$ cat src/dtsl_pkg.sv
package dtsl_pkg;
    localparam int CLK_HZ = 50000000;
    localparam int CODE_W = 4;
    localparam logic [3:0] CODE_RST = 4'h0;
    // guard times, default to the recommended 40 ms accept bound
    localparam int GUARD_PRESENT_TIME_MS = 40;
    localparam int GUARD_ABSENT_TIME_MS = 40;
    localparam int GUARD_PRESENT_CYC = GUARD_PRESENT_TIME_MS * (CLK_HZ / 1000);
    localparam int GUARD_ABSENT_CYC = GUARD_ABSENT_TIME_MS * (CLK_HZ / 1000);
    // power-down recovery
    localparam int TONE_RECOVERY_TIME_MS = 30;
    localparam int RECOVERY_CYC = TONE_RECOVERY_TIME_MS * (CLK_HZ / 1000);
    // code to strobe lead, 3.4 us typical, kept as a least time
    localparam int SETUP_TIME_NS = 3400;
    localparam int SETUP_CYC = (SETUP_TIME_NS * (CLK_HZ / 1000000) + 999) / 1000;
    localparam int CNT_W = 32;
    localparam int SETUP_W = 8;
endpackage

$ cat src/dtsl_steering_latch.sv
`timescale 1ns/1ns
`default_nettype none
module dtsl_steering_latch #(
    parameter int GUARD_PRESENT_CYC_P = dtsl_pkg::GUARD_PRESENT_CYC,
    parameter int GUARD_ABSENT_CYC_P = dtsl_pkg::GUARD_ABSENT_CYC,
    parameter int RECOVERY_CYC_P = dtsl_pkg::RECOVERY_CYC
) (
    input wire logic core_clk_in,
    input wire logic rstn_in,
    input wire logic tone_valid_in,
    input wire logic [dtsl_pkg::CODE_W-1:0] tone_code_in,
    input wire logic power_down_in,
    input wire logic code_output_enable_in,
    input wire logic host_ready_in,
    output logic early_detect_out,
    output logic guard_steer_pin_out,
    output logic delayed_valid_strobe_out,
    output logic [dtsl_pkg::CODE_W-1:0] tone_code_out,
    output logic [dtsl_pkg::CODE_W-1:0] tone_code_oe_out,
    output logic code_valid_out,
    output logic [dtsl_pkg::CODE_W-1:0] code_data_out
);
    import dtsl_pkg::*;

    typedef enum logic [1:0] {ST_IDLE, ST_SETUP, ST_HELD} dtsl_state_t;

    dtsl_state_t state;
    logic [CNT_W-1:0] rec_cnt;
    logic recovered;
    logic [CNT_W-1:0] guard_cnt;
    logic steer;
    logic [SETUP_W-1:0] setup_cnt;
    logic present;
    logic [CODE_W-1:0] code_q;
    // two-entry buffer toward the host
    logic [CODE_W-1:0] buf_mem [2];
    logic buf_wp;
    logic buf_rp;
    logic [1:0] buf_cnt;
    logic buf_push;
    logic buf_pop;
    logic buf_ready;

    function automatic logic cnt_done(input logic [CNT_W-1:0] c, input int lim);
        cnt_done = (c >= CNT_W'(lim - 1));
    endfunction

    // power-down stops detection; recovery time counted after release
    always_ff @(posedge core_clk_in or negedge rstn_in) begin
        if (!rstn_in) begin
            rec_cnt <= '0;
            recovered <= 1'b0;
        end else if (power_down_in) begin
            rec_cnt <= '0;
            recovered <= 1'b0;
        end else if (!recovered) begin
            if (cnt_done(rec_cnt, RECOVERY_CYC_P)) begin
                recovered <= 1'b1;
            end else begin
                rec_cnt <= rec_cnt + 1'b1;
            end
        end
    end

    assign present = tone_valid_in && recovered;

    always_ff @(posedge core_clk_in or negedge rstn_in) begin
        if (!rstn_in) begin
            early_detect_out <= 1'b0;
        end else begin
            early_detect_out <= present;
        end
    end

    // guard counter: runs while input disagrees with steering state
    always_ff @(posedge core_clk_in or negedge rstn_in) begin
        if (!rstn_in) begin
            guard_cnt <= '0;
            steer <= 1'b0;
        end else if (present == steer) begin
            guard_cnt <= '0;
        end else if (!steer && cnt_done(guard_cnt, GUARD_PRESENT_CYC_P)) begin
            steer <= 1'b1;
            guard_cnt <= '0;
        end else if (steer && cnt_done(guard_cnt, GUARD_ABSENT_CYC_P)) begin
            steer <= 1'b0;
            guard_cnt <= '0;
        end else begin
            guard_cnt <= guard_cnt + 1'b1;
        end
    end

    always_ff @(posedge core_clk_in or negedge rstn_in) begin
        if (!rstn_in) begin
            guard_steer_pin_out <= 1'b0;
        end else begin
            guard_steer_pin_out <= steer;
        end
    end

    // latch at steering rise, then hold code SETUP_CYC before the strobe
    always_ff @(posedge core_clk_in or negedge rstn_in) begin
        if (!rstn_in) begin
            state <= ST_IDLE;
            code_q <= CODE_RST;
            setup_cnt <= '0;
            delayed_valid_strobe_out <= 1'b0;
        end else begin
            unique case (state)
                ST_IDLE: begin
                    if (steer && !guard_steer_pin_out) begin
                        code_q <= tone_code_in;
                        setup_cnt <= '0;
                        state <= ST_SETUP;
                    end
                end
                ST_SETUP: begin
                    if (setup_cnt >= SETUP_W'(SETUP_CYC - 1)) begin
                        delayed_valid_strobe_out <= 1'b1;
                        state <= ST_HELD;
                    end else begin
                        setup_cnt <= setup_cnt + 1'b1;
                    end
                end
                ST_HELD: begin
                    if (!steer) begin
                        delayed_valid_strobe_out <= 1'b0;
                        state <= ST_IDLE;
                    end
                end
            endcase
        end
    end

    assign tone_code_out = code_q;
    assign tone_code_oe_out = {CODE_W{code_output_enable_in}};

    // each strobe rise offers one word; a full buffer drops it, code pins still hold it
    assign buf_ready = (buf_cnt != 2'd2);
    assign buf_push = (state == ST_SETUP) && (setup_cnt >= SETUP_W'(SETUP_CYC - 1)) && buf_ready;
    assign buf_pop = code_valid_out && host_ready_in;
    assign code_valid_out = (buf_cnt != 2'd0);
    assign code_data_out = buf_mem[buf_rp];

    always_ff @(posedge core_clk_in or negedge rstn_in) begin
        if (!rstn_in) begin
            buf_mem[0] <= CODE_RST;
            buf_mem[1] <= CODE_RST;
            buf_wp <= 1'b0;
            buf_rp <= 1'b0;
            buf_cnt <= 2'd0;
        end else begin
            if (buf_push) begin
                buf_mem[buf_wp] <= code_q;
                buf_wp <= ~buf_wp;
            end
            if (buf_pop) begin
                buf_rp <= ~buf_rp;
            end
            buf_cnt <= buf_cnt + {1'b0, buf_push} - {1'b0, buf_pop};
        end
    end

    // strobe rises SETUP_CYC cycles after the guard pin rises; the bound allows setup count plus one
    localparam int STROBE_LEAD_MAX = SETUP_CYC + 1;

    // run lengths of presence and absence, read only by the guard checks
    logic [CNT_W-1:0] pres_run;
    logic [CNT_W-1:0] abs_run;

    function automatic logic [CNT_W-1:0] run_step(input logic [CNT_W-1:0] c);
        run_step = (c == '1) ? c : c + 1'b1;
    endfunction

    always_ff @(posedge core_clk_in or negedge rstn_in) begin
        if (!rstn_in) begin
            pres_run <= '0;
            abs_run <= '0;
        end else begin
            pres_run <= present ? run_step(pres_run) : '0;
            abs_run <= present ? '0 : run_step(abs_run);
        end
    end

    a_code_before_strobe: assert property (@(posedge core_clk_in) disable iff (!rstn_in)
        $rose(delayed_valid_strobe_out) |-> $stable(tone_code_out))
        else $error("code changed as strobe rose");

    a_short_burst_hold: assert property (@(posedge core_clk_in) disable iff (!rstn_in)
        (state == ST_IDLE && !(steer && !guard_steer_pin_out)) |=> $stable(tone_code_out))
        else $error("code changed without qualified tone");

    a_strobe_lead: assert property (@(posedge core_clk_in) disable iff (!rstn_in)
        $rose(guard_steer_pin_out) |-> ##[1:STROBE_LEAD_MAX] delayed_valid_strobe_out)
        else $error("strobe late after steering");

    a_code_latched: assert property (@(posedge core_clk_in) disable iff (!rstn_in)
        (steer && !guard_steer_pin_out && state == ST_IDLE) |=> tone_code_out == $past(tone_code_in))
        else $error("code not latched");

    a_oe_follows: assert property (@(posedge core_clk_in) disable iff (!rstn_in)
        tone_code_oe_out == {CODE_W{code_output_enable_in}})
        else $error("output enable wrong");

    a_early_detect: assert property (@(posedge core_clk_in) disable iff (!rstn_in)
        ##1 early_detect_out == $past(tone_valid_in && recovered))
        else $error("early detect wrong");

    a_strobe_drop: assert property (@(posedge core_clk_in) disable iff (!rstn_in)
        $fell(steer) |=> !delayed_valid_strobe_out)
        else $error("strobe stayed after absence");

    a_dropout_hold: assert property (@(posedge core_clk_in) disable iff (!rstn_in)
        (steer && !present && guard_cnt < CNT_W'(GUARD_ABSENT_CYC_P - 1)) |=> steer)
        else $error("short dropout ended tone");

    a_pd_silent: assert property (@(posedge core_clk_in) disable iff (!rstn_in)
        power_down_in |=> ##1 !early_detect_out)
        else $error("early detect during power-down");

    a_steer_rise_guard: assert property (@(posedge core_clk_in) disable iff (!rstn_in)
        $rose(steer) |-> pres_run >= CNT_W'(GUARD_PRESENT_CYC_P))
        else $error("steering rose before presence guard time");

    a_steer_fall_guard: assert property (@(posedge core_clk_in) disable iff (!rstn_in)
        $fell(steer) |-> abs_run >= CNT_W'(GUARD_ABSENT_CYC_P))
        else $error("steering fell before absence guard time");

    a_strobe_needs_pin: assert property (@(posedge core_clk_in) disable iff (!rstn_in)
        delayed_valid_strobe_out |-> guard_steer_pin_out)
        else $error("strobe high without guard steering");

    a_code_busy_hold: assert property (@(posedge core_clk_in) disable iff (!rstn_in)
        (state != ST_IDLE) |=> $stable(tone_code_out))
        else $error("code changed while a tone is held");

    a_latch_when_off: assert property (@(posedge core_clk_in) disable iff (!rstn_in)
        (steer && !guard_steer_pin_out && state == ST_IDLE && !code_output_enable_in)
        |=> tone_code_out == $past(tone_code_in))
        else $error("code not latched while pins released");

    a_early_on_valid: assert property (@(posedge core_clk_in) disable iff (!rstn_in)
        present |=> early_detect_out)
        else $error("early detect missing with valid tone");

    a_early_off_idle: assert property (@(posedge core_clk_in) disable iff (!rstn_in)
        !present |=> !early_detect_out)
        else $error("early detect without valid tone");

    a_recover_quiet: assert property (@(posedge core_clk_in) disable iff (!rstn_in)
        !recovered |=> !early_detect_out)
        else $error("early detect before recovery");

    a_recover_count: assert property (@(posedge core_clk_in) disable iff (!rstn_in)
        $rose(recovered) |-> rec_cnt == CNT_W'(RECOVERY_CYC_P - 1))
        else $error("recovery time wrong");

    a_pin_follows: assert property (@(posedge core_clk_in) disable iff (!rstn_in)
        ##1 guard_steer_pin_out == $past(steer))
        else $error("guard steering pin wrong");

    a_strobe_rise_pin: assert property (@(posedge core_clk_in) disable iff (!rstn_in)
        $rose(delayed_valid_strobe_out) |-> guard_steer_pin_out)
        else $error("strobe rose without guard steering");

    a_idle_no_strobe: assert property (@(posedge core_clk_in) disable iff (!rstn_in)
        (state == ST_IDLE) |-> !delayed_valid_strobe_out)
        else $error("strobe high with no tone held");

    a_oe_off_release: assert property (@(posedge core_clk_in) disable iff (!rstn_in)
        !code_output_enable_in |-> tone_code_oe_out == '0)
        else $error("code pins driven while disabled");

    a_push_with_strobe: assert property (@(posedge core_clk_in) disable iff (!rstn_in)
        buf_push |=> $rose(delayed_valid_strobe_out))
        else $error("word pushed without strobe rise");

    a_buf_bound: assert property (@(posedge core_clk_in) disable iff (!rstn_in)
        buf_cnt <= 2'h2)
        else $error("buffer count overflow");

    a_buf_stall_hold: assert property (@(posedge core_clk_in) disable iff (!rstn_in)
        (code_valid_out && !host_ready_in) |=> code_valid_out && $stable(code_data_out))
        else $error("stalled word lost");

    a_latch_width: assert property (@(posedge core_clk_in) disable iff (!rstn_in)
        $rose(guard_steer_pin_out) |-> tone_code_out == $past(tone_code_in))
        else $error("latched code differs from decoded tone");
endmodule
`default_nettype wire

$ cat config.mk
export PLATFORM = sky130hd
export DESIGN_NAME = dtsl_steering_latch
export DESIGN_NICKNAME = d
export VERILOG_FILES = /design/src/dtsl_pkg.sv /design/src/dtsl_steering_latch.sv
export SDC_FILE = /design/constraint.sdc
export NUM_CORES = 1
export LEC_CHECK = 0
export BUFFER_PORTS_ARGS = -buffer_cell sky130_fd_sc_hd__buf_2
export CELL_PAD_IN_SITES_DETAIL_PLACEMENT = 0
export CELL_PAD_IN_SITES_GLOBAL_PLACEMENT = 1
export CORE_MARGIN = 8
export CORE_UTILIZATION = 43
export CTS_CLUSTER_DIAMETER = 150
export DETAILED_ROUTE_END_ITERATION = 7
export GPL_TIMING_DRIVEN = 0
export PLACE_DENSITY_LB_ADDON = 0.2
export SKIP_LAST_GASP = 1
export SYNTH_ARGS = -nofsm -noshare
export SYNTH_HDL_FRONTEND = slang
export SYNTH_SLANG_ARGS = --single-unit
$ cat constraint.sdc
create_clock -name core_clk_in -period 6.8 [get_ports core_clk_in]
set_input_delay 0.68 -clock core_clk_in [delete_from_list [all_inputs] [get_ports core_clk_in]]
set_output_delay 0.68 -clock core_clk_in [all_outputs]
set_load 0.1 [all_outputs]
* Yosys cells after proc, flatten, opt, wreduce, memory -nomap -nowiden *
Cells that the tools add are included.
W data, S select, Z words.

cells by class
  $add $sub $neg = 5
  magnitude comparators = 6
  equality and inequality tests = 10
  muxes and demuxes = 27
  bitwise gates (word level) = 5
  reductions and logical operators = 21

operators by type and width
  cell                     count
  $mux W32                 6
  $add A32 B1 Y32 const B  2
  $ge A32 B21 Y1 const B   2
  $mux W4                  4
  $mux W8                  2
  $pmux W8 S2              1
  $ne A2 B2 Y1 const B     7
  $reduce_and A3 Y1        3
  $add A8 B1 Y8 const B    1
  $bwmux W8                1
  $ge A8 B8 Y1 const B     1
  $logic_and A1 B1 Y1      8
  $reduce_bool A2 Y1       4
  $mux W1                  7
  $mux W2                  3
  $pmux W2 S3              1
  $reduce_and A2 Y1        3
  $demux W4 S1             1
  $ge A2 B2 Y1 const B     2
  $not A1 Y2               2
  $not A1 Y1               3
  $add A2 B1 Y2            1
  $eq A2 B1 Y1 const B     1
  $eq A2 B2 Y1 const B     1
  other kinds (6)          7

word-level totals
  flip-flop bits (word level) = 95
  input bits = 10
  output and inout bits = 16
  logic and storage cells = 89

* Depth between registers and ports, before layout *
Gate-level depths: netlist of run 1.

  depth in word-level cells = 6
  gate-level depth with buffers = 11
  mapped depth without buffers = 11

* Worst setup path before layout of run 1 *
No wires, ideal clock.

  path kind = register -> register
  start point = register setup_cnt[0]
  end point = register buf_cnt[1]
  library setup time = 0.080 ns
  arrival = 2.069 ns
  required time = 6.720 ns
  slack = 4.651 ns
  stages on the path, launching flop included = 11
  path buffers = 0
  period minus slack after synthesis = 2.149 ns
  cells stage by stage = dfrtp_1 ha_1 or3b_1 a21oi_1 o21bai_1 o2111ai_1 ha_1 inv_1 ha_1 xnor2_1 xnor2_1

between the ends
  longest elaborated chain between the ends = 5

ends and longest elaborated chain
  item                               line                        RTL
  start: declaration                 dtsl_steering_latch.sv:32   logic [SETUP_W-1:0] setup_cnt;
  start signal: assignment           dtsl_steering_latch.sv:122  setup_cnt <= setup_cnt + 1'b1;
  $ge A8 B8 Y1                       dtsl_steering_latch.sv:140  assign buf_push = (state == ST_SETUP) && (setup_cnt >= SETUP_W'(SETUP_CYC - 1)) && buf_ready;
  $logic_and A1 B1 Y1 (2 in series)  dtsl_steering_latch.sv:140
  $add A2 B1 Y2                      dtsl_steering_latch.sv:160  buf_cnt <= buf_cnt + {1'b0, buf_push} - {1'b0, buf_pop};
  $sub A2 B1 Y2                      dtsl_steering_latch.sv:160
  end signal: assignment             dtsl_steering_latch.sv:160
  end: declaration                   dtsl_steering_latch.sv:39   logic [1:0] buf_cnt;

Every way passes these cells.
A chain may end at the register's enable or synchronous reset.

* Worst setup path after layout of run 1 *
Ends and elaborated chain as after synthesis.

==> results of run 1 <==
[worst reg2reg max path: stages, from the launching register on]
cell	delay [ps]
sky130_fd_sc_hd__dfrtp_1	440
sky130_fd_sc_hd__ha_1	220
sky130_fd_sc_hd__or3b_1	370
sky130_fd_sc_hd__a21oi_1	190
sky130_fd_sc_hd__o21bai_1	110
sky130_fd_sc_hd__o2111ai_1	180
sky130_fd_sc_hd__ha_1	290
sky130_fd_sc_hd__inv_1	50
sky130_fd_sc_hd__ha_1	140
sky130_fd_sc_hd__xnor2_1	130
sky130_fd_sc_hd__xnor2_1	130
[synth_stat cells, types with 2 or more instances]
cell type / instances / area (µm²)
sky130_fd_sc_hd__a21oi_1: 12 / 60.1
sky130_fd_sc_hd__and2_1: 4 / 25.0
sky130_fd_sc_hd__and3_1: 7 / 43.8
sky130_fd_sc_hd__and4_1: 3 / 26.3
sky130_fd_sc_hd__buf_4: 4 / 30.0
sky130_fd_sc_hd__buf_6: 2 / 22.5
sky130_fd_sc_hd__clkbuf_1: 6 / 22.5
sky130_fd_sc_hd__dfrtp_1: 95 / 2380
sky130_fd_sc_hd__ha_1: 10 / 125
sky130_fd_sc_hd__inv_1: 17 / 63.8
sky130_fd_sc_hd__mux2_2: 17 / 191
sky130_fd_sc_hd__mux2i_1: 2 / 20.0
sky130_fd_sc_hd__nand2_1: 24 / 90.1
sky130_fd_sc_hd__nand2_2: 2 / 12.5
sky130_fd_sc_hd__nand3_1: 21 / 105
sky130_fd_sc_hd__nand4_1: 12 / 75.1
sky130_fd_sc_hd__nor2_1: 54 / 203
sky130_fd_sc_hd__nor2b_1: 14 / 87.6
sky130_fd_sc_hd__nor3_1: 7 / 35.0
sky130_fd_sc_hd__nor4_1: 6 / 37.5
sky130_fd_sc_hd__o21ai_0: 9 / 45.0
sky130_fd_sc_hd__o22a_1: 2 / 17.5
sky130_fd_sc_hd__o31ai_1: 5 / 37.5
sky130_fd_sc_hd__or2_2: 3 / 18.8
sky130_fd_sc_hd__or3_1: 7 / 43.8
sky130_fd_sc_hd__or4_1: 4 / 30.0
sky130_fd_sc_hd__xnor2_1: 13 / 114
sky130_fd_sc_hd__xor2_1: 24 / 210
[through the flow]
step	utilization, %	hold slack (ps)	area [µm²]
after floorplan	-	384	4390
after global placement	47.6	460	4670
after detailed placement	47.9	468	4700
after CTS	50.1	322	4920
after global routing	50.1	361	4920
final	50.1	308	4920
[sequential cells by signal (all words and copies together) (netlist names)]
name                      count
delayed_valid_strobe_out      1
buf_cnt                       2
steer                         1
guard_cnt                    32
buf_wp                        1
guard_steer_pin_out           1
early_detect_out              1
buf_rp                        1
state                         2
setup_cnt                     8
rec_cnt                      32
tone_code_out                 4
recovered                     1
buf_mem                       8
[routing by layer]
metal  wire, µm  vias to the layer above  part of all wire (%)
li1           -                     1467                     -
met1       3750                     1389                    48
met2       3670                       41                    47
met3        277                       12                   3.5
met4        131                        0                   1.7
met5          0                        -                     0
[where the power goes]
part | internal [W] | leakage (nW) | switching, W
Clock | 0.000201 | 0.113 | 0.000193
Sequential | 0.000580 | 1.27 | 0.0000153
Combinational | 0.0000294 | 0.828 | 0.0000711
[cell usage in the layout, fill, tap and decap left out, types with 2 or more instances in the layout]
master / n
sky130_fd_sc_hd__a21oi_1: 12
sky130_fd_sc_hd__and2_1: 4
sky130_fd_sc_hd__and3_1: 7
sky130_fd_sc_hd__and4_1: 3
sky130_fd_sc_hd__buf_2: 23
sky130_fd_sc_hd__buf_4: 5
sky130_fd_sc_hd__buf_6: 2
sky130_fd_sc_hd__clkbuf_1: 6
sky130_fd_sc_hd__clkbuf_8: 12
sky130_fd_sc_hd__clkinv_4: 2
sky130_fd_sc_hd__conb_1: 11
sky130_fd_sc_hd__dfrtp_1: 95
sky130_fd_sc_hd__ha_1: 10
sky130_fd_sc_hd__inv_1: 17
sky130_fd_sc_hd__mux2_2: 17
sky130_fd_sc_hd__mux2i_1: 2
sky130_fd_sc_hd__nand2_1: 24
sky130_fd_sc_hd__nand2_2: 2
sky130_fd_sc_hd__nand3_1: 21
sky130_fd_sc_hd__nand4_1: 12
sky130_fd_sc_hd__nor2_1: 54
sky130_fd_sc_hd__nor2b_1: 14
sky130_fd_sc_hd__nor3_1: 7
sky130_fd_sc_hd__nor4_1: 6
sky130_fd_sc_hd__o21ai_0: 9
sky130_fd_sc_hd__o22a_1: 2
sky130_fd_sc_hd__o31ai_1: 5
sky130_fd_sc_hd__or2_2: 3
sky130_fd_sc_hd__or3_1: 7
sky130_fd_sc_hd__or4_1: 4
sky130_fd_sc_hd__xnor2_1: 13
sky130_fd_sc_hd__xor2_1: 24
[area by class of cell]
| class | count | area (µm²) | area share, % |
|---|---|---|---|
| well taps | 133 | 166 | 3.38 |
| clock inverters | 4 | 52.6 | 1.07 |
| multi-input cells | 292 | 1870 | 38.0 |
| flip-flops and latches | 95 | 2380 | 48.3 |
| repair buffers | 24 | 145 | 2.95 |
| inverters | 17 | 63.8 | 1.30 |
| plain buffers | 13 | 80.1 | 1.63 |
| clock buffers | 12 | 165 | 3.36 |
[worst max path at each step]
stage | endpoint | slack [ps] | depth (start not counted)
after floorplan | buf_cnt[1] | 4650 | 10
after global placement | guard_cnt[25] | 4100 | 1
after detailed placement | buf_cnt[1] | 4470 | 10
after CTS | buf_cnt[1] | 4430 | 10
after global routing | buf_cnt[1] | 4310 | 10
final | buf_cnt[1] | 4470 | 10
[cells by family (layout without fill, tap and decap cells)]
logic type	after synthesis	in the layout	synth area share, %
simple gates	175	175	20.7
flops	95	95	54.6
compound gates	40	40	6.07
xor+xnor	37	37	7.45
buf+inv	30	70	3.31
mux	19	19	4.86
fa+ha+maj	10	10	2.88
other cells	1	11	0.0862
==> out/summary.txt, run 1 <==
critical path buffer and inverter count: 1
total wire length: 7830 µm
number of storage elements in the synthesis netlist: 95
top_reg_cell synth: sky130_fd_sc_hd__dfrtp_1
area added between synthesis and finish: 13.0%
number of remaining DRC errors: 0
Fin Clk Skew: 12.6 ps
count of warnings emitted by yosys: 0
pin count of the biggest net entering global routing: 54
Post-CTS Setup Inserts: 0
number of global-route vias before repair: 2946
# port buffers: 23
cell count of the worst reg-to-reg path: 10
Max Root-Sink Buffers: 2
final critical-path share of the clock period: 34.2%
share of synthesized flip-flops with an asynchronous set or reset: 100%
nature of the critical path endpoint: register
kind of cell adding the most delay to the critical path: adder cells
capturing point of the worst reg2reg path: buf_cnt[1]
time the worst path needs with I/O delays and setup: 2330 ps
clock latency at the later pin of the worst-skew pair: 350 ps
path class of the lowest-slack min-delay path: input pin to asynchronous set/reset pin
number of CTS-inserted buffers: 9
sort of element at the start of the critical path: register
number of flops mapped to enable cells by yosys: 0
per-cell routed wire length: 13.3 µm
number of clock sinks: 95
maximum achievable frequency: 0.429 GHz
number of max-capacitance violations reported: 0
Final WS setup: 4470 ps
buffer type at the clock tree root: sky130_fd_sc_hd__clkbuf_8
result of the run: complete, no violations
number of gates given a new drive strength after cts: 0
Final Total Pwr: 0.00109 W
number of non-filler instances in the completed layout: 590
Final ANT Viol Nets: 0
Floorplan Core Area: 9820 µm²
nets: 472
unique cell type count in the Yosys netlist: 49
crit-path cells: ha_1 > or3b_1 > a21oi_1 > o21bai_1 > o2111ai_1 > ha_1 > inv_1 > ha_1 > xnor2_1 > xnor2_1
Die Y: 117 µm
startpoint of the worst setup timing path: setup_cnt[0]
Final Setup Violations: 0
fillcell total: 936
number of optimization iterations in the first detailed-route pass: 4
Leakage: 2.21 nW
total routing usage reported by global routing: 12.7%
slew at the pin closest to its max-slew limit: 601 ps
category of the critical setup timing path: register to register
worst reg2reg startpoint: setup_cnt[0]
reg-to-reg slack, setup: 4470 ps
global routing's busiest layer: met2
Avg Cell Area, Syn: 10.7 µm²
most numerous cell on the critical path: sky130_fd_sc_hd__ha_1
power density over the cells: 222 nW/µm²
antenna violations before repair: 0
Detail Placement HPWL: 5540 µm
first-pass GRT wire length: 13800 µm
global routing met1 resource utilization: 16.2%
H-tree depth reported by CTS: 3
I/O pin total: 26
largest fanout on the critical path: 6
Sum Neg Setup Slack: 0 ps
Cells after Synth: 407
DRC violation total after the first TritonRoute iteration: 101
slew margin rel.: 59.6%
Worst Path Required: 7080 ps
routed vias: 2909
share of cells above drive strength 1: 16.4%
maximum single-stage delay on the critical path: 440 ps
overall die width: 117 µm
detail-routed via count per cell: 4.93
TritonCTS clock tree: done
clock-pin slew reported for the worst setup and hold paths after clock tree synthesis: 90 ps
met3 Resource Use GR: 2.07%
floorplan row count: 36
VDD IR max: 0.117 mV
sequential element share of the synthesized area: 54.6%
unrepaired setup endpoints after global routing: false
worst slack at placement: 4470 ps
DP Cell Count: 574
Hold Buf Count CTS: 0
CP arrival: 2610 ps
count of endpoints failing hold in the final timing report: 0
placer's final routability congestion estimate: 0.773
DIE AREA: 13600 µm²
cell area after synthesis: 4350 µm²
total grt overflow: 0
fin. max-slew vios: 0
Antenna Cells: 0
grt met2 use: 20.9%
initial standard-cell utilization of the core: 44.3%
worst-path cell with the longest stage delay: sky130_fd_sc_hd__dfrtp_1
Power figures use the tool's default switching activity.
==> run 2, diff against run 1 <==
==> constraint.sdc (replaced) <==
create_clock -name core_clk_in -period 2.4 [get_ports core_clk_in]
set_input_delay 0.24 -clock core_clk_in [delete_from_list [all_inputs] [get_ports core_clk_in]]
set_output_delay 0.24 -clock core_clk_in [all_outputs]
set_load 0.1 [all_outputs]
==> out/summary.txt, run 2 (synthesis gave the netlist of run 1 again) <==
total routing usage reported by global routing: 12.7%
highest-count cells in the layout ignoring fill and taps: sky130_fd_sc_hd__dfrtp_1, sky130_fd_sc_hd__nor2_1, sky130_fd_sc_hd__nand2_1, sky130_fd_sc_hd__xor2_1, sky130_fd_sc_hd__buf_2
routed vias: 2938
final critical-path share of the clock period: 95.3%
power density over the cells: 623 nW/µm²
Detail Placement HPWL: 5540 µm
capturing point of the worst reg2reg path: buf_mem[6]
nature of the critical path endpoint: register
number of global-route vias before repair: 2954
antenna violations before repair: 0
Worst Path Required: 2630 ps
Die Y: 117 µm
Final ANT Viol Nets: 0
initial standard-cell utilization of the core: 44.3%
result of the run: complete, no violations
# port buffers: 23
maximum achievable frequency: 0.437 GHz
DRC violation total after the first TritonRoute iteration: 96
detail-routed via count per cell: 4.95
slew at the pin closest to its max-slew limit: 573 ps
placer's final routability congestion estimate: 0.773
Net Switching: 0.000793 W
fillcell total: 936
Final Setup Violations: 0
maximum single-stage delay on the critical path: 440 ps
number of remaining DRC errors: 0
slew margin rel.: 61.8%
Floorplan Core Area: 9820 µm²
Final Total Pwr: 0.00309 W
clock latency at the later pin of the worst-skew pair: 360 ps
overall die width: 117 µm
area added between synthesis and finish: 14.1%
Max Root-Sink Buffers: 2
logic gate share of total power: 9.3%
Seq pwr share: 54.6%
cell count of the worst reg-to-reg path: 7
path class of the lowest-slack min-delay path: input pin to register
number of max-capacitance violations reported: 0
I/O pin total: 26
Fin Clk Skew: 14.8 ps
crit-path cells: ha_1 > or3b_1 > a21oi_1 > o21bai_1 > o2111ai_2 > nand2b_1 > mux2_2
largest fanout on the critical path: 6
TritonCTS clock tree: done
fraction of power spent switching nets: 25.7%
reg-to-reg slack, setup: 110 ps
startpoint of the worst setup timing path: setup_cnt[0]
buffer type at the clock tree root: sky130_fd_sc_hd__clkbuf_8
most common library cell in the layout ignoring fill and taps: sky130_fd_sc_hd__dfrtp_1
Antenna Cells: 0
Critical Path End: buf_mem[6]
floorplan row count: 36
VDD IR max: 0.332 mV
nets: 476
clock-pin slew reported for the worst setup and hold paths after clock tree synthesis: 100 ps
part of the total power dissipated in the clock network: 36.1%
cell-internal power: 0.00230 W
category of the critical setup timing path: register to register
H-tree depth reported by CTS: 3
number of clock sinks: 95
total grt overflow: 0
DIE AREA: 13600 µm²
kind of cell adding the most delay to the critical path: simple AND/OR/NAND/NOR gates
worst reg2reg startpoint: setup_cnt[0]
number of optimization iterations in the first detailed-route pass: 4
fin. max-slew vios: 0
area occupied by multi-input gates: 1880 µm²
count of endpoints failing hold in the final timing report: 0
time the worst path needs with I/O delays and setup: 2290 ps
first-pass GRT wire length: 13800 µm
worst slack at placement: 66.1 ps
count of cell instances traversed by the critical path: 7
registers with the most flip-flops: guard_cnt (32), rec_cnt (32)
worst-path cell with the longest stage delay: sky130_fd_sc_hd__dfrtp_1
Final WS setup: 114 ps
hold depth: 2
number of CTS-inserted buffers: 9
share of cells above drive strength 1: 17.4%
Leakage: 2.24 nW
critical path buffer and inverter count: 0
sort of element at the start of the critical path: register
per-cell routed wire length: 13.2 µm
total wire length: 7860 µm
Sequential Area: 2380 µm²
pin count of the biggest net entering global routing: 54
CP arrival: 2520 ps
unrepaired setup endpoints after global routing: true
-- run 2: power groups by stage --
stage,sequential [W],combinational [W],clock [W]
2_1_floorplan,0.00173,0.000193,0
3_3_place_gp,0.00172,0.000282,0
4_1_cts,0.00169,0.000293,0.00116
6_report,0.00169,0.000287,0.00112
5_1_grt,0.00170,0.000315,0.00121
3_5_place_dp,0.00172,0.000291,0
-- run 2: metal layers --
| metal | wire length, µm | vias up | GRT usage [%] |
|---|---|---|---|
| li1 | - | 1474 | - |
| met1 | 3740 | 1411 | 16.2 |
| met2 | 3740 | 43 | 21.1 |
| met3 | 275 | 10 | 2.02 |
| met4 | 106 | 0 | 5.12 |
| met5 | 0 | - | 0 |
-- run 2: area by class of cell --
class | count | share of cell area, %
multi-input combinational | 292 | 37.9
clock inverter | 4 | 1.06
inverter | 17 | 1.29
tap | 133 | 3.35
buffer | 13 | 1.61
sequential | 95 | 47.9
clock buffer | 12 | 3.33
timing repair buffer | 28 | 3.58
-- run 2: worst min path at each step --
stage | to | from | slack, ps
final | tone_code_out[3] | tone_code_in[3] | 120
after global routing | tone_code_out[0] | tone_code_in[0] | 120
after CTS | tone_code_out[3] | tone_code_in[3] | 100
after detailed placement | buf_rp | rstn_in | 280
after global placement | buf_wp | buf_wp | 460
after floorplan | buf_cnt[0] | rstn_in | -60
-- run 2: repair_timing --
action,CTS,global route
setup buffers,0,3
hold endpoints to repair,42,0
setup endpoints to repair,0,30
gates resized for setup,0,3
hold buffers,1,0
-- run 2: metrics by stage --
step | TNS (ps) | cells | instance area (µm²) | hold WS (ps) | utilization [%]
after floorplan | 0 | 417 | 4390 | -55.6 | -
after global placement | 0 | 573 | 4670 | 460 | 47.6
after detailed placement | 0 | 574 | 4700 | 279 | 47.9
after CTS | 0 | 591 | 4930 | 98.7 | 50.2
after global routing | -77.6 | 594 | 4960 | 115 | 50.6
final | 0 | 594 | 4960 | 121 | 50.6
==> run 3, diff against run 2 <==
--- a/config.mk
+++ b/config.mk
@@ -5,6 +5,7 @@
 export SDC_FILE = /design/constraint.sdc
 export NUM_CORES = 1
 export LEC_CHECK = 0
+export ABC_AREA = 1
 export BUFFER_PORTS_ARGS = -buffer_cell sky130_fd_sc_hd__buf_2
 export CELL_PAD_IN_SITES_DETAIL_PLACEMENT = 0
 export CELL_PAD_IN_SITES_GLOBAL_PLACEMENT = 1
@@ -12,7 +13,7 @@
 export CORE_UTILIZATION = 43
 export CTS_CLUSTER_DIAMETER = 150
 export DETAILED_ROUTE_END_ITERATION = 7
-export GPL_TIMING_DRIVEN = 0
+export GPL_TIMING_DRIVEN = 1
 export PLACE_DENSITY_LB_ADDON = 0.2
 export SKIP_LAST_GASP = 1
 export SYNTH_ARGS = -nofsm -noshare
==> out/summary.txt, run 3 <==
number of non-filler instances in the completed layout: 832
Commonest cells post-synth: sky130_fd_sc_hd__nand2_1, sky130_fd_sc_hd__nor2_1, sky130_fd_sc_hd__dfrtp_1
slew margin rel.: 59.7%
number of clock sinks: 95
Final Total Pwr: 0.00339 W
Hold Slack: 117 ps
Seq pwr share: 49.4%
met1 WL: 5430 µm
# port buffers: 20
pin count of the biggest net entering global routing: 70
TritonCTS clock tree: done
count of endpoints failing hold in the final timing report: 0
Sum Neg Setup Slack: 0 ps
largest fanout on the critical path: 4
number of CTS-inserted buffers: 9
number of remaining DRC errors: 0
sum of met2 wire segment lengths after detailed routing: 4600 µm
Die Y: 125 µm
top_reg_cell synth: sky130_fd_sc_hd__dfrtp_1
nets: 704
nature of the critical path endpoint: register
highest-count cells in the layout ignoring fill and taps: sky130_fd_sc_hd__nand2_1, sky130_fd_sc_hd__nor2_1, sky130_fd_sc_hd__dfrtp_1
placer's final routability congestion estimate: 0.853
Final Setup Violations: 0
area share of the largest cell type after synthesis: 46.7%
registers with the most flip-flops: guard_cnt (32), rec_cnt (32)
Avg Cell Area, Syn: 7.85 µm²
number of flops mapped to enable cells by yosys: 0
CP arrival: 2460 ps
total grt overflow: 0
Worst Path Required: 2680 ps
slew at the pin closest to its max-slew limit: 604 ps
DP Cell Count: 813
number of max-capacitance violations reported: 0
per-cell routed wire length: 12.5 µm
fraction of power spent switching nets: 27.8%
logic gate share of total power: 8.6%
total cell area at the placement stage: 5370 µm²
DIE AREA: 15600 µm²
part of the total power dissipated in the clock network: 42.0%
category of the critical setup timing path: register to register
most common library cell in the layout ignoring fill and taps: sky130_fd_sc_hd__nand2_1
path class of the lowest-slack min-delay path: input pin to register
floorplan row count: 39
sort of element at the start of the critical path: register
Max Root-Sink Buffers: 2
number of optimization iterations in the first detailed-route pass: 4
fin. max-slew vios: 0
Antenna Cells: 0
Cells after Synth: 648
Detail Placement HPWL: 7390 µm
Net Switching: 0.000942 W
detail-routed via count per cell: 4.79
time the worst path needs with I/O delays and setup: 2180 ps
routed vias: 3988
overall die width: 125 µm
unrepaired setup endpoints after global routing: false
antenna violations before repair: 0
number of storage elements in the synthesis netlist: 95
share of cells above drive strength 1: 11.2%
power density over the cells: 596 nW/µm²
Top Layer Used: met4
count of warnings emitted by yosys: 0
first-pass GRT wire length: 18400 µm
total wire length: 10400 µm
sequential element share of the synthesized area: 46.7%
Leakage: 2.81 nW
Floorplan Core Area: 11500 µm²
total met3 wirelength after detailed routing: 191 µm
number of gates given a new drive strength after cts: 0
number of global-route vias before repair: 3890
buffer type at the clock tree root: sky130_fd_sc_hd__clkbuf_16
Design Area, Final: 5690 µm²
Final ANT Viol Nets: 0
total routing usage reported by global routing: 14.1%
unique cell type count in the Yosys netlist: 31
area added between synthesis and finish: 11.9%
H-tree depth reported by CTS: 3
final critical-path share of the clock period: 90.7%
clock-pin slew reported for the worst setup and hold paths after clock tree synthesis: 70 ps
cell-internal power: 0.00245 W
VDD IR max: 0.443 mV
DRC violation total after the first TritonRoute iteration: 230
result of the run: complete, no violations
I/O pin total: 26
share of synthesized flip-flops with an asynchronous set or reset: 100%
maximum achievable frequency: 0.459 GHz
cell type with the largest total area after synthesis: sky130_fd_sc_hd__dfrtp_1
synth top area cells: sky130_fd_sc_hd__dfrtp_1, sky130_fd_sc_hd__nand2_1, sky130_fd_sc_hd__nor2_1
Fin Clk Skew: 6.56 ps
clock latency at the later pin of the worst-skew pair: 350 ps
initial standard-cell utilization of the core: 44.4%
count leader, synth: sky130_fd_sc_hd__nand2_1
cell area after synthesis: 5090 µm²
-- run 3: power by group through the flow --
stage                     registers (W)  clock network, W  logic, W
after global routing            0.00168           0.00154  0.000322
after CTS                       0.00168           0.00148  0.000298
final                           0.00168           0.00142  0.000293
after floorplan                 0.00173                 0  0.000218
after global placement          0.00171                 0  0.000292
after detailed placement        0.00171                 0  0.000296
-- run 3: cell type report --
type | count | area [µm²]
inverters | 66 | 248
fillers | 1144 | 5780
repair buffers | 31 | 200
flip-flops and latches | 95 | 2380
multi-input cells | 481 | 2390
clock inverters | 7 | 72.6
clock buffers | 9 | 225
well taps | 143 | 179
-- run 3: cells by family (layout without fill, tap and decap cells) --
group,count (synthesis),in the layout,synth area share [%]
compound gates,20,20,2.26
xor+xnor,41,41,7.06
fa+ha+maj,10,10,2.46
buf+inv,82,113,7.01
flops,95,95,46.7
mux,4,4,0.886
other cells,1,11,0.0737
simple gates,395,395,33.5
-- run 3: path summary, 6_finish.rpt --
path                                 startpoint          endpoint  slack (ps)  cells after the start
worst min register to register     guard_cnt[0]      guard_cnt[0]         480                      1
worst max register to register     setup_cnt[1]        buf_cnt[1]         220                     14
worst max-delay path               setup_cnt[1]        buf_cnt[1]         220                     14
max in group asynchronous               rstn_in      setup_cnt[5]        1380                      3
min in group asynchronous               rstn_in      guard_cnt[2]         340                      2
worst min-delay path            tone_code_in[0]  tone_code_out[0]         120                      2
-- run 3: worst max-delay path, stage by stage, from the launching register on --
cell and delay, ps:
sky130_fd_sc_hd__dfrtp_1 420, sky130_fd_sc_hd__inv_1 90, sky130_fd_sc_hd__ha_1 140, sky130_fd_sc_hd__nor2_1 40, sky130_fd_sc_hd__nand2_1 50, sky130_fd_sc_hd__nand3_1 100
sky130_fd_sc_hd__a21oi_2 180, sky130_fd_sc_hd__nand2_1 130, sky130_fd_sc_hd__nor2_4 100, sky130_fd_sc_hd__inv_1 60, sky130_fd_sc_hd__ha_1 260, sky130_fd_sc_hd__inv_1 40
sky130_fd_sc_hd__ha_1 170, sky130_fd_sc_hd__xnor2_1 160, sky130_fd_sc_hd__xor2_1 160
-- run 3: stage by stage --
stage	setup slack [ps]	util, %
CTS	167	49.5
floorplan	255	-
finish	222	49.6
detailed placement	195	46.8
global placement	269	46.8
global route	33.9	49.6
-- run 3: routing by layer --
metal	up-vias	track usage, %
li1	2075	-
met1	1875	18.7
met2	27	22.0
met3	11	2.55
met4	0	6.02
met5	-	0
-- run 3: repair_timing --
item / CTS / global route
hold buffers: 1 / 0
hold endpoints to repair: 26 / 0
endpoints found under the setup margin: 0 / 1
setup buffers: 0 / 2
